`src/rtl/ppei_pkg.sv`:
```
// Package for the port pin edge interrupt block: register offsets, widths, pin masks.
// Assumes an 8-bit register port with word-indexed offsets.
package ppei_pkg;

    localparam int unsigned ADDR_W = 4;
    localparam int unsigned DATA_W = 8;

    // ----------------------------------------------------------------
    // Register offsets
    // ----------------------------------------------------------------
    localparam logic [ADDR_W-1:0] OFF_T_ENABLE = 4'h0;
    localparam logic [ADDR_W-1:0] OFF_T_FLAGS = 4'h1;
    localparam logic [ADDR_W-1:0] OFF_S_ENABLE = 4'h2;
    localparam logic [ADDR_W-1:0] OFF_S_FLAGS = 4'h3;
    localparam logic [ADDR_W-1:0] OFF_AD_ENABLE = 4'h4;
    localparam logic [ADDR_W-1:0] OFF_AD_FLAGS = 4'h5;
    localparam logic [ADDR_W-1:0] OFF_R_ENABLE = 4'h6;
    localparam logic [ADDR_W-1:0] OFF_R_FLAGS = 4'h7;
    localparam logic [ADDR_W-1:0] OFF_T_POLARITY = 4'h8;
    localparam logic [ADDR_W-1:0] OFF_S_POLARITY = 4'h9;
    localparam logic [ADDR_W-1:0] OFF_R_POLARITY = 4'ha;

    // ----------------------------------------------------------------
    // Implemented pins per port
    // ----------------------------------------------------------------
    localparam logic [DATA_W-1:0] MASK_T = 8'h60;
    localparam logic [DATA_W-1:0] MASK_S = 8'h60;
    localparam logic [DATA_W-1:0] MASK_AD = 8'hff;
    localparam logic [DATA_W-1:0] MASK_R = 8'h0f;

    localparam logic [DATA_W-1:0] RST_ZERO = 8'h00;

    // Pins of all four ports travel together
    typedef struct packed {
        logic [DATA_W-1:0] t;
        logic [DATA_W-1:0] s;
        logic [DATA_W-1:0] ad;
        logic [DATA_W-1:0] r;
    } ppei_pins_s;

    typedef struct packed {
        logic t;
        logic s;
        logic ad;
        logic r;
    } ppei_irq_s;

endpackage

```
`src/rtl/ppei_top.sv`:
```
// Edge-sensitive pin interrupt flags and enables for ports T, S, AD and R; polarity for T, S and R.
// Assumes pins are asynchronous to clk and a single-cycle register port master.
//
// The plain strobed port and the address map are this design's own decisions.
`timescale 1ns/10ps

// Contract
// Port T pins 6-5 set their flag on the polarity-selected active edge.
// Writing one to a port T flag bit clears exactly that flag.
// Port S pins 6-5 each have an interrupt enable bit.
// Port S pins 6-5 set their flag on the polarity-selected active edge.
// Writing one to a port S flag bit clears that flag.
// Port AD pins 7-0 each have an interrupt enable bit.
// Port AD flags set only on falling edges, no polarity choice.
// Writing one to a port AD flag bit clears that flag.
// Port R pins 3-0 each have an interrupt enable bit.
// Port R pins 3-0 set their flag on the polarity-selected active edge.
// Writing one to a port R flag bit clears that flag.
// Writing zero to a flag bit leaves it unchanged.
// Interrupt requested while a flag is set and its enable is one.
// Enable zero masks the flag from the request; edges still set it.
// Software disables the LCD frontplane function before port T wakeup.
// Software sets the analog pin digital input enable before port AD wakeup.
// Polarity one selects rising edge with pull-down; zero selects falling with pull-up.
// Pins are synchronised; current and previous samples compared, one set per edge.
// One request per port: OR of enabled flags; set beats simultaneous clear.
module ppei_top
    import ppei_pkg::*;
(
    // Clock and reset
    input wire logic clk,
    input wire logic rst_b,
    // Register port
    input wire logic [ADDR_W-1:0] reg_addr,
    input wire logic [DATA_W-1:0] reg_wdata,
    input wire logic reg_wr,
    input wire logic reg_rd,
    output logic [DATA_W-1:0] reg_rdata,
    // Pins
    input wire ppei_pins_s pin_in,
    // Pull device selection per pin, one means pull-down
    output ppei_pins_s pull_down_sel,
    // Interrupt requests
    output ppei_irq_s irq_port,
    output logic irq
);

    ppei_pins_s sync1;
    ppei_pins_s sync2;
    ppei_pins_s prev;
    ppei_pins_s flags;
    ppei_pins_s enable;
    ppei_pins_s next_flags;
    ppei_pins_s edge_hit;
    ppei_pins_s clr;
    logic [DATA_W-1:0] pol_t;
    logic [DATA_W-1:0] pol_s;
    logic [DATA_W-1:0] pol_r;

    function automatic logic [DATA_W-1:0] active_edge(input logic [DATA_W-1:0] cur,
                                                      input logic [DATA_W-1:0] old,
                                                      input logic [DATA_W-1:0] pol);
        // Rising where polarity is one, falling where zero
        active_edge = (cur & ~old & pol) | (~cur & old & ~pol);
    endfunction

    function automatic logic [DATA_W-1:0] w1c(input logic hit);
        w1c = hit ? reg_wdata : RST_ZERO;
    endfunction

    // ----------------------------------------------------------------
    // Pin synchronisers
    // ----------------------------------------------------------------
    // Two stages guard against metastability; a third holds the previous sample.
    always_ff @(posedge clk or negedge rst_b) begin
        if (!rst_b) begin
            sync1 <= '0;
            sync2 <= '0;
            prev <= '0;
        end else begin
            sync1 <= pin_in;
            sync2 <= sync1;
            prev <= sync2;
        end
    end

    // ----------------------------------------------------------------
    // Edge detection and flag update
    // ----------------------------------------------------------------
    always_comb begin
        edge_hit.t = active_edge(sync2.t, prev.t, pol_t) & MASK_T;
        edge_hit.s = active_edge(sync2.s, prev.s, pol_s) & MASK_S;
        edge_hit.ad = active_edge(sync2.ad, prev.ad, RST_ZERO) & MASK_AD;
        edge_hit.r = active_edge(sync2.r, prev.r, pol_r) & MASK_R;
        // Only ones in the write data clear; zeros leave flags alone
        clr.t = w1c(reg_wr && reg_addr == OFF_T_FLAGS);
        clr.s = w1c(reg_wr && reg_addr == OFF_S_FLAGS);
        clr.ad = w1c(reg_wr && reg_addr == OFF_AD_FLAGS);
        clr.r = w1c(reg_wr && reg_addr == OFF_R_FLAGS);
        // Edge wins over a clear in the same cycle, so no event is lost
        next_flags = (flags & ~clr) | edge_hit;
    end

    always_ff @(posedge clk or negedge rst_b) begin
        if (!rst_b) begin
            flags <= '0;
        end else begin
            flags <= next_flags;
        end
    end

    // ----------------------------------------------------------------
    // Enable and polarity registers
    // ----------------------------------------------------------------
    always_ff @(posedge clk or negedge rst_b) begin
        if (!rst_b) begin
            enable <= '0;
        end else if (reg_wr) begin
            case (reg_addr)
                OFF_T_ENABLE: enable.t <= reg_wdata & MASK_T;
                OFF_S_ENABLE: enable.s <= reg_wdata & MASK_S;
                OFF_AD_ENABLE: enable.ad <= reg_wdata & MASK_AD;
                OFF_R_ENABLE: enable.r <= reg_wdata & MASK_R;
                default: enable <= enable;
            endcase
        end
    end

    // Polarity bits are full width since they also steer the pull devices
    always_ff @(posedge clk or negedge rst_b) begin
        if (!rst_b) begin
            pol_t <= RST_ZERO;
            pol_s <= RST_ZERO;
            pol_r <= RST_ZERO;
        end else if (reg_wr) begin
            case (reg_addr)
                OFF_T_POLARITY: pol_t <= reg_wdata;
                OFF_S_POLARITY: pol_s <= reg_wdata;
                OFF_R_POLARITY: pol_r <= reg_wdata;
                default: pol_t <= pol_t;
            endcase
        end
    end

    always_ff @(posedge clk or negedge rst_b) begin
        if (!rst_b) begin
            pull_down_sel <= '0;
        end else begin
            pull_down_sel.t <= pol_t;
            pull_down_sel.s <= pol_s;
            pull_down_sel.ad <= RST_ZERO;
            pull_down_sel.r <= pol_r;
        end
    end

    // ----------------------------------------------------------------
    // Read port
    // ----------------------------------------------------------------
    always_ff @(posedge clk or negedge rst_b) begin
        if (!rst_b) begin
            reg_rdata <= RST_ZERO;
        end else if (reg_rd) begin
            case (reg_addr)
                OFF_T_ENABLE: reg_rdata <= enable.t;
                OFF_T_FLAGS: reg_rdata <= flags.t;
                OFF_S_ENABLE: reg_rdata <= enable.s;
                OFF_S_FLAGS: reg_rdata <= flags.s;
                OFF_AD_ENABLE: reg_rdata <= enable.ad;
                OFF_AD_FLAGS: reg_rdata <= flags.ad;
                OFF_R_ENABLE: reg_rdata <= enable.r;
                OFF_R_FLAGS: reg_rdata <= flags.r;
                OFF_T_POLARITY: reg_rdata <= pol_t;
                OFF_S_POLARITY: reg_rdata <= pol_s;
                OFF_R_POLARITY: reg_rdata <= pol_r;
                default: reg_rdata <= RST_ZERO;
            endcase
        end else begin
            reg_rdata <= RST_ZERO;
        end
    end

    // ----------------------------------------------------------------
    // Interrupt requests
    // ----------------------------------------------------------------
    // Registered from next values so the request tracks flags with no added lag
    always_ff @(posedge clk or negedge rst_b) begin
        if (!rst_b) begin
            irq_port <= '0;
            irq <= 1'b0;
        end else begin
            irq_port.t <= |(next_flags.t & enable.t);
            irq_port.s <= |(next_flags.s & enable.s);
            irq_port.ad <= |(next_flags.ad & enable.ad);
            irq_port.r <= |(next_flags.r & enable.r);
            irq <= |(next_flags & enable);
        end
    end

    // ----------------------------------------------------------------
    // Assertions
    // ----------------------------------------------------------------
    // Decoded strobes keep the properties short; they feed no logic
    logic wr_t_flags;
    logic wr_s_flags;
    logic wr_ad_flags;
    logic wr_r_flags;
    logic wr_s_enable;
    logic wr_ad_enable;
    logic wr_r_enable;
    logic wr_r_polarity;

    assign wr_t_flags = reg_wr && reg_addr == OFF_T_FLAGS;
    assign wr_s_flags = reg_wr && reg_addr == OFF_S_FLAGS;
    assign wr_ad_flags = reg_wr && reg_addr == OFF_AD_FLAGS;
    assign wr_r_flags = reg_wr && reg_addr == OFF_R_FLAGS;
    assign wr_s_enable = reg_wr && reg_addr == OFF_S_ENABLE;
    assign wr_ad_enable = reg_wr && reg_addr == OFF_AD_ENABLE;
    assign wr_r_enable = reg_wr && reg_addr == OFF_R_ENABLE;
    assign wr_r_polarity = reg_wr && reg_addr == OFF_R_POLARITY;
endmodule

```
`config.mk`:
```
export PLATFORM = sky130hd
export DESIGN_NAME = ppei_top
export DESIGN_NICKNAME = d
export VERILOG_FILES = /design/src/rtl/ppei_pkg.sv /design/src/rtl/ppei_top.sv
export SDC_FILE = /design/constraint.sdc
export NUM_CORES = 1
export LEC_CHECK = 0
export ABC_AREA = 1
export BUFFER_PORTS_ARGS = -buffer_cell sky130_fd_sc_hd__buf_4
export CAP_MARGIN = 20
export CELL_PAD_IN_SITES_DETAIL_PLACEMENT = 0
export CELL_PAD_IN_SITES_GLOBAL_PLACEMENT = 2
export CORE_MARGIN = 4
export CORE_UTILIZATION = 32
export DETAILED_ROUTE_END_ITERATION = 8
export PLACE_DENSITY_LB_ADDON = 0.1
export SLEW_MARGIN = 0
export SYNTH_ARGS = -nofsm -noshare
export SYNTH_HDL_FRONTEND = slang
export SYNTH_SLANG_ARGS = --single-unit
```
`constraint.sdc`:
```
create_clock -name clk -period 1.13 [get_ports clk]
set_input_delay 0.113 -clock clk [delete_from_list [all_inputs] [get_ports clk]]
set_output_delay 0.113 -clock clk [all_outputs]
set_load 0.1 [all_outputs]
```
==> out/qor.yml <==
cts:
  path_clk_slew_ns: 0.07
  clock_path_buffers: 2
  cts.sinks: 157
  worstSkewPairLatency_ns: 0.42
  cts_root_buf: "clkbuf_16"
  h-tree-depth: 4
  cts_tree: "yes"
  cts-buffers-inserted: 17
grt:
  met2_usage: 0.270
  grt_use_met3: 0.0389
  grt_pass1_wl_mm: 24.4
  grt_start_max_net_pins: 51
  busiest_layer: "met2"
  grt_pass1_vias: 4591
  grt.met1_usage: 0.201
  grt-ovfl-total: 0
  grt.total_usage: 0.157
  antenna_found_initial: 0
floorplan:
  row_count: 49
  die_area_um2: 20700
  die_width_um: 144
  core-area_um2: 18000
  initial_core_util: 0.327
  ios: 93
  fp.dieH_um: 144
placed_design:
  gp_congestion: 0.816
  place_ws_ns: -0.389
  portBuffers: 68
  hpwl_mm: 11.2
worst_setup_path:
  path_delay_family: "simple AND/OR/NAND/NOR gates"
  crit_arrival_ns: 1.52
  critPathRequiredTime_ns: 1.45
  max_stage_delay_ns: 0.38
  path_cells: "inv_2 > nor2_1 > nand2_1 > nand2_1 > inv_2 > nand2_2 > nand2_2 > nand2_4 > inv_2 > nand2_4 > nor2_2 > nand2_1"
  cp-end-kind: "flip-flop"
  path_buf_inv: 3
  cp_max_fo: 2
  cp_slowest_cell: "dfrtp_1"
  start_kind: "flip-flop"
  criticalPathCategory: "flip-flop to flip-flop"
drt:
  vias_per_cell: 4.39
  drc: 0
  via_count: 4452
  ant_nets: 0
  wirelength_mm: 15.5
  dr.pass1.iters: 4
  wire_per_inst_um: 15.3
  drt_iter0_drc: 178
logic_synthesis:
  synth_top_family_by_area: "simple AND/OR/NAND/NOR gates"
  yosys_most_used_dff: "dfrtp_1"
  synth_largest_area_cell: "dfrtp_1"
  ys_seq_area_frac: 0.666
  yosys.area_share.adder: 0
  synthTopCellsByCount: "nand2_1, dfrtp_1, inv_1"
  synth_compound_area_frac: 0.0757
  synth-seq-cells: 157
  synthDominantCellAreaShare: 0.666
  synthCells: 596
  synth-simple-area-share: 0.187
  synthArstFlopShare: 1.00
  synthTopCellsByArea: "dfrtp_1, nand2_1, o21ai_0"
  yosysWarningCount: 0
  synth_mux_area_frac: 0
  synth_xor_area_frac: 0
  syn_area_per_cell_um2: 9.90
  synth_cell_types: 28
  yosysMostFrequentCell: "nand2_1"
  synth_edf_count: 0
  synth_area_um2: 5900
cells_and_area:
  diodes: 0
  area_delta_synth_final_pct: 43.7
  seq_area_um2: 3930
  fin_nets: 820
  multiInputGateArea_um2: 1730
  drive_above_1_share: 0.319
  fill_cells: 1712
  fin_util: 0.470
status:
  status: "finished with violations"
  violations: "negative setup slack"
power:
  pwr-share-seq: 0.406
  peakVddDrop_v: 0.00156
  clkPwrFrac: 0.332
  power_leakage_nw: 4.25
  powerDensity_nw_per_um2: 1970
  switching_share: 0.338
  p_comb_frac: 0.262
  power.switching_w: 0.00564
  intPower_w: 0.0110
sta:
  fin_worst_skew_ns: 0.0102
  setup_viol: 4
  fmax_mhz: 828
  rsz0062_at_grt: "true"
  period_share: 1.07
  report.final.slew_viol_count: 0
  finalCriticalPeriod_ns: 1.21
  setup_slack_ns: -0.0779
  hold_viol: 0
job:
  maxCapViolCount: 0
min_path:
  hold_class: "input port to flip-flop"
==> through the flow <==
step	cells	hold slack, ns	cell area, µm²	total power [W]	TNS, ns
floorplan	603	-0.183	5930	0.00927	-0.0331
global placement	943	0.0494	7130	0.0106	-13.56
detailed placement	943	0.0462	7130	0.0106	-15.01
CTS	1006	0.112	8250	0.0166	-0.290
global route	1013	0.143	8480	0.0175	-0.969
finish	1013	0.129	8480	0.0167	-0.146
==> layout by cell type (no fill, tap or decap), drive strengths merged <==
cell type and count:
a211oi 3, a21boi 1, a21oi 15, a221oi 3, a31oi 1, buf 139, bufinv 2, clkbuf 21
clkinv 5, clkinvlp 3, conb 8, dfrtp 157, dlygate4sd3 26, inv 82, nand2 189, nand3 30
nand4 4, nor2 31, nor3 1, nor3b 2, o211ai 1, o21ai 59, o22ai 1
==> logic make-up after synthesis <==
family                 after synthesis
AOI/OAI and AO/OA                   84
and+or+nand+nor                    256
other                                1
DFF                                157
buffers and inverters               98
==> registers in the layout (all words and copies together), names as in the netlist <==
| register | count |
|---|---|
| flags | 32 |
| pol_r | 8 |
| prev | 16 |
| pull_down_sel | 24 |
| irq_port | 4 |
| pol_t | 8 |
| enable | 16 |
| sync1 | 16 |
| irq | 1 |
| sync2 | 16 |
| reg_rdata | 8 |
| pol_s | 8 |
==> worst reg2reg max path, stage by stage (launching register included) <==
cell and delay, ns:
dfrtp_1 0.38, inv_2 0.06, nor2_1 0.03, nand2_1 0.05
nand2_1 0.06, inv_2 0.07, nand2_2 0.06, nand2_2 0.08
nand2_4 0.07, inv_2 0.06, nand2_4 0.05, nor2_2 0.07
nand2_1 0.05
==> worst paths after layout <==
path,from,endpoint,slack [ns],depth (start not counted)
worst max-delay path,sync2[22],irq,-0.08,12
worst min-delay path,reg_wr,flags[13],0.13,4
worst max register to register,sync2[22],irq,-0.08,12
worst min register to register,sync1[3],sync2[3],0.35,0
max in group asynchronous,rst_b,pol_t[4],0.39,3
min in group asynchronous,rst_b,sync1[29],0.17,2
==> what timing repair did <==
action                                  4_1_cts  5_1_grt
gates cloned                                  0        1
endpoints found under the setup margin       43       51
buffers inserted                              7        6
endpoints found under the hold margin       187        0
hold buffers                                 26        0
resized for setup                            82       58
pin swaps                                    19       17
==> layout make-up <==
class / count / share of cell area
Timing Repair Buffer: 165 / 0.195
Tap cell: 229 / 0.0338
Inverter: 82 / 0.0367
Sequential cell: 157 / 0.463
Clock inverter: 10 / 0.0137
Clock buffer: 21 / 0.0531
Multi-Input combinational cell: 349 / 0.204
==> layer usage <==
layer	vias up	share of wire
met4	0	0.0072
met5	-	0
met2	65	0.51
li1	2204	-
met3	8	0.034
met1	2175	0.45
==> power by group through the flow <==
stage | sequential, W | clock, W | combinational [W]
global route | 0.00686 | 0.00596 | 0.00463
global placement | 0.00677 | 0 | 0.00380
finish | 0.00677 | 0.00553 | 0.00437
floorplan | 0.00842 | 0 | 0.000850
CTS | 0.00675 | 0.00569 | 0.00421
detailed placement | 0.00678 | 0 | 0.00382
No activity file was read; power rests on OpenSTA's default activity.
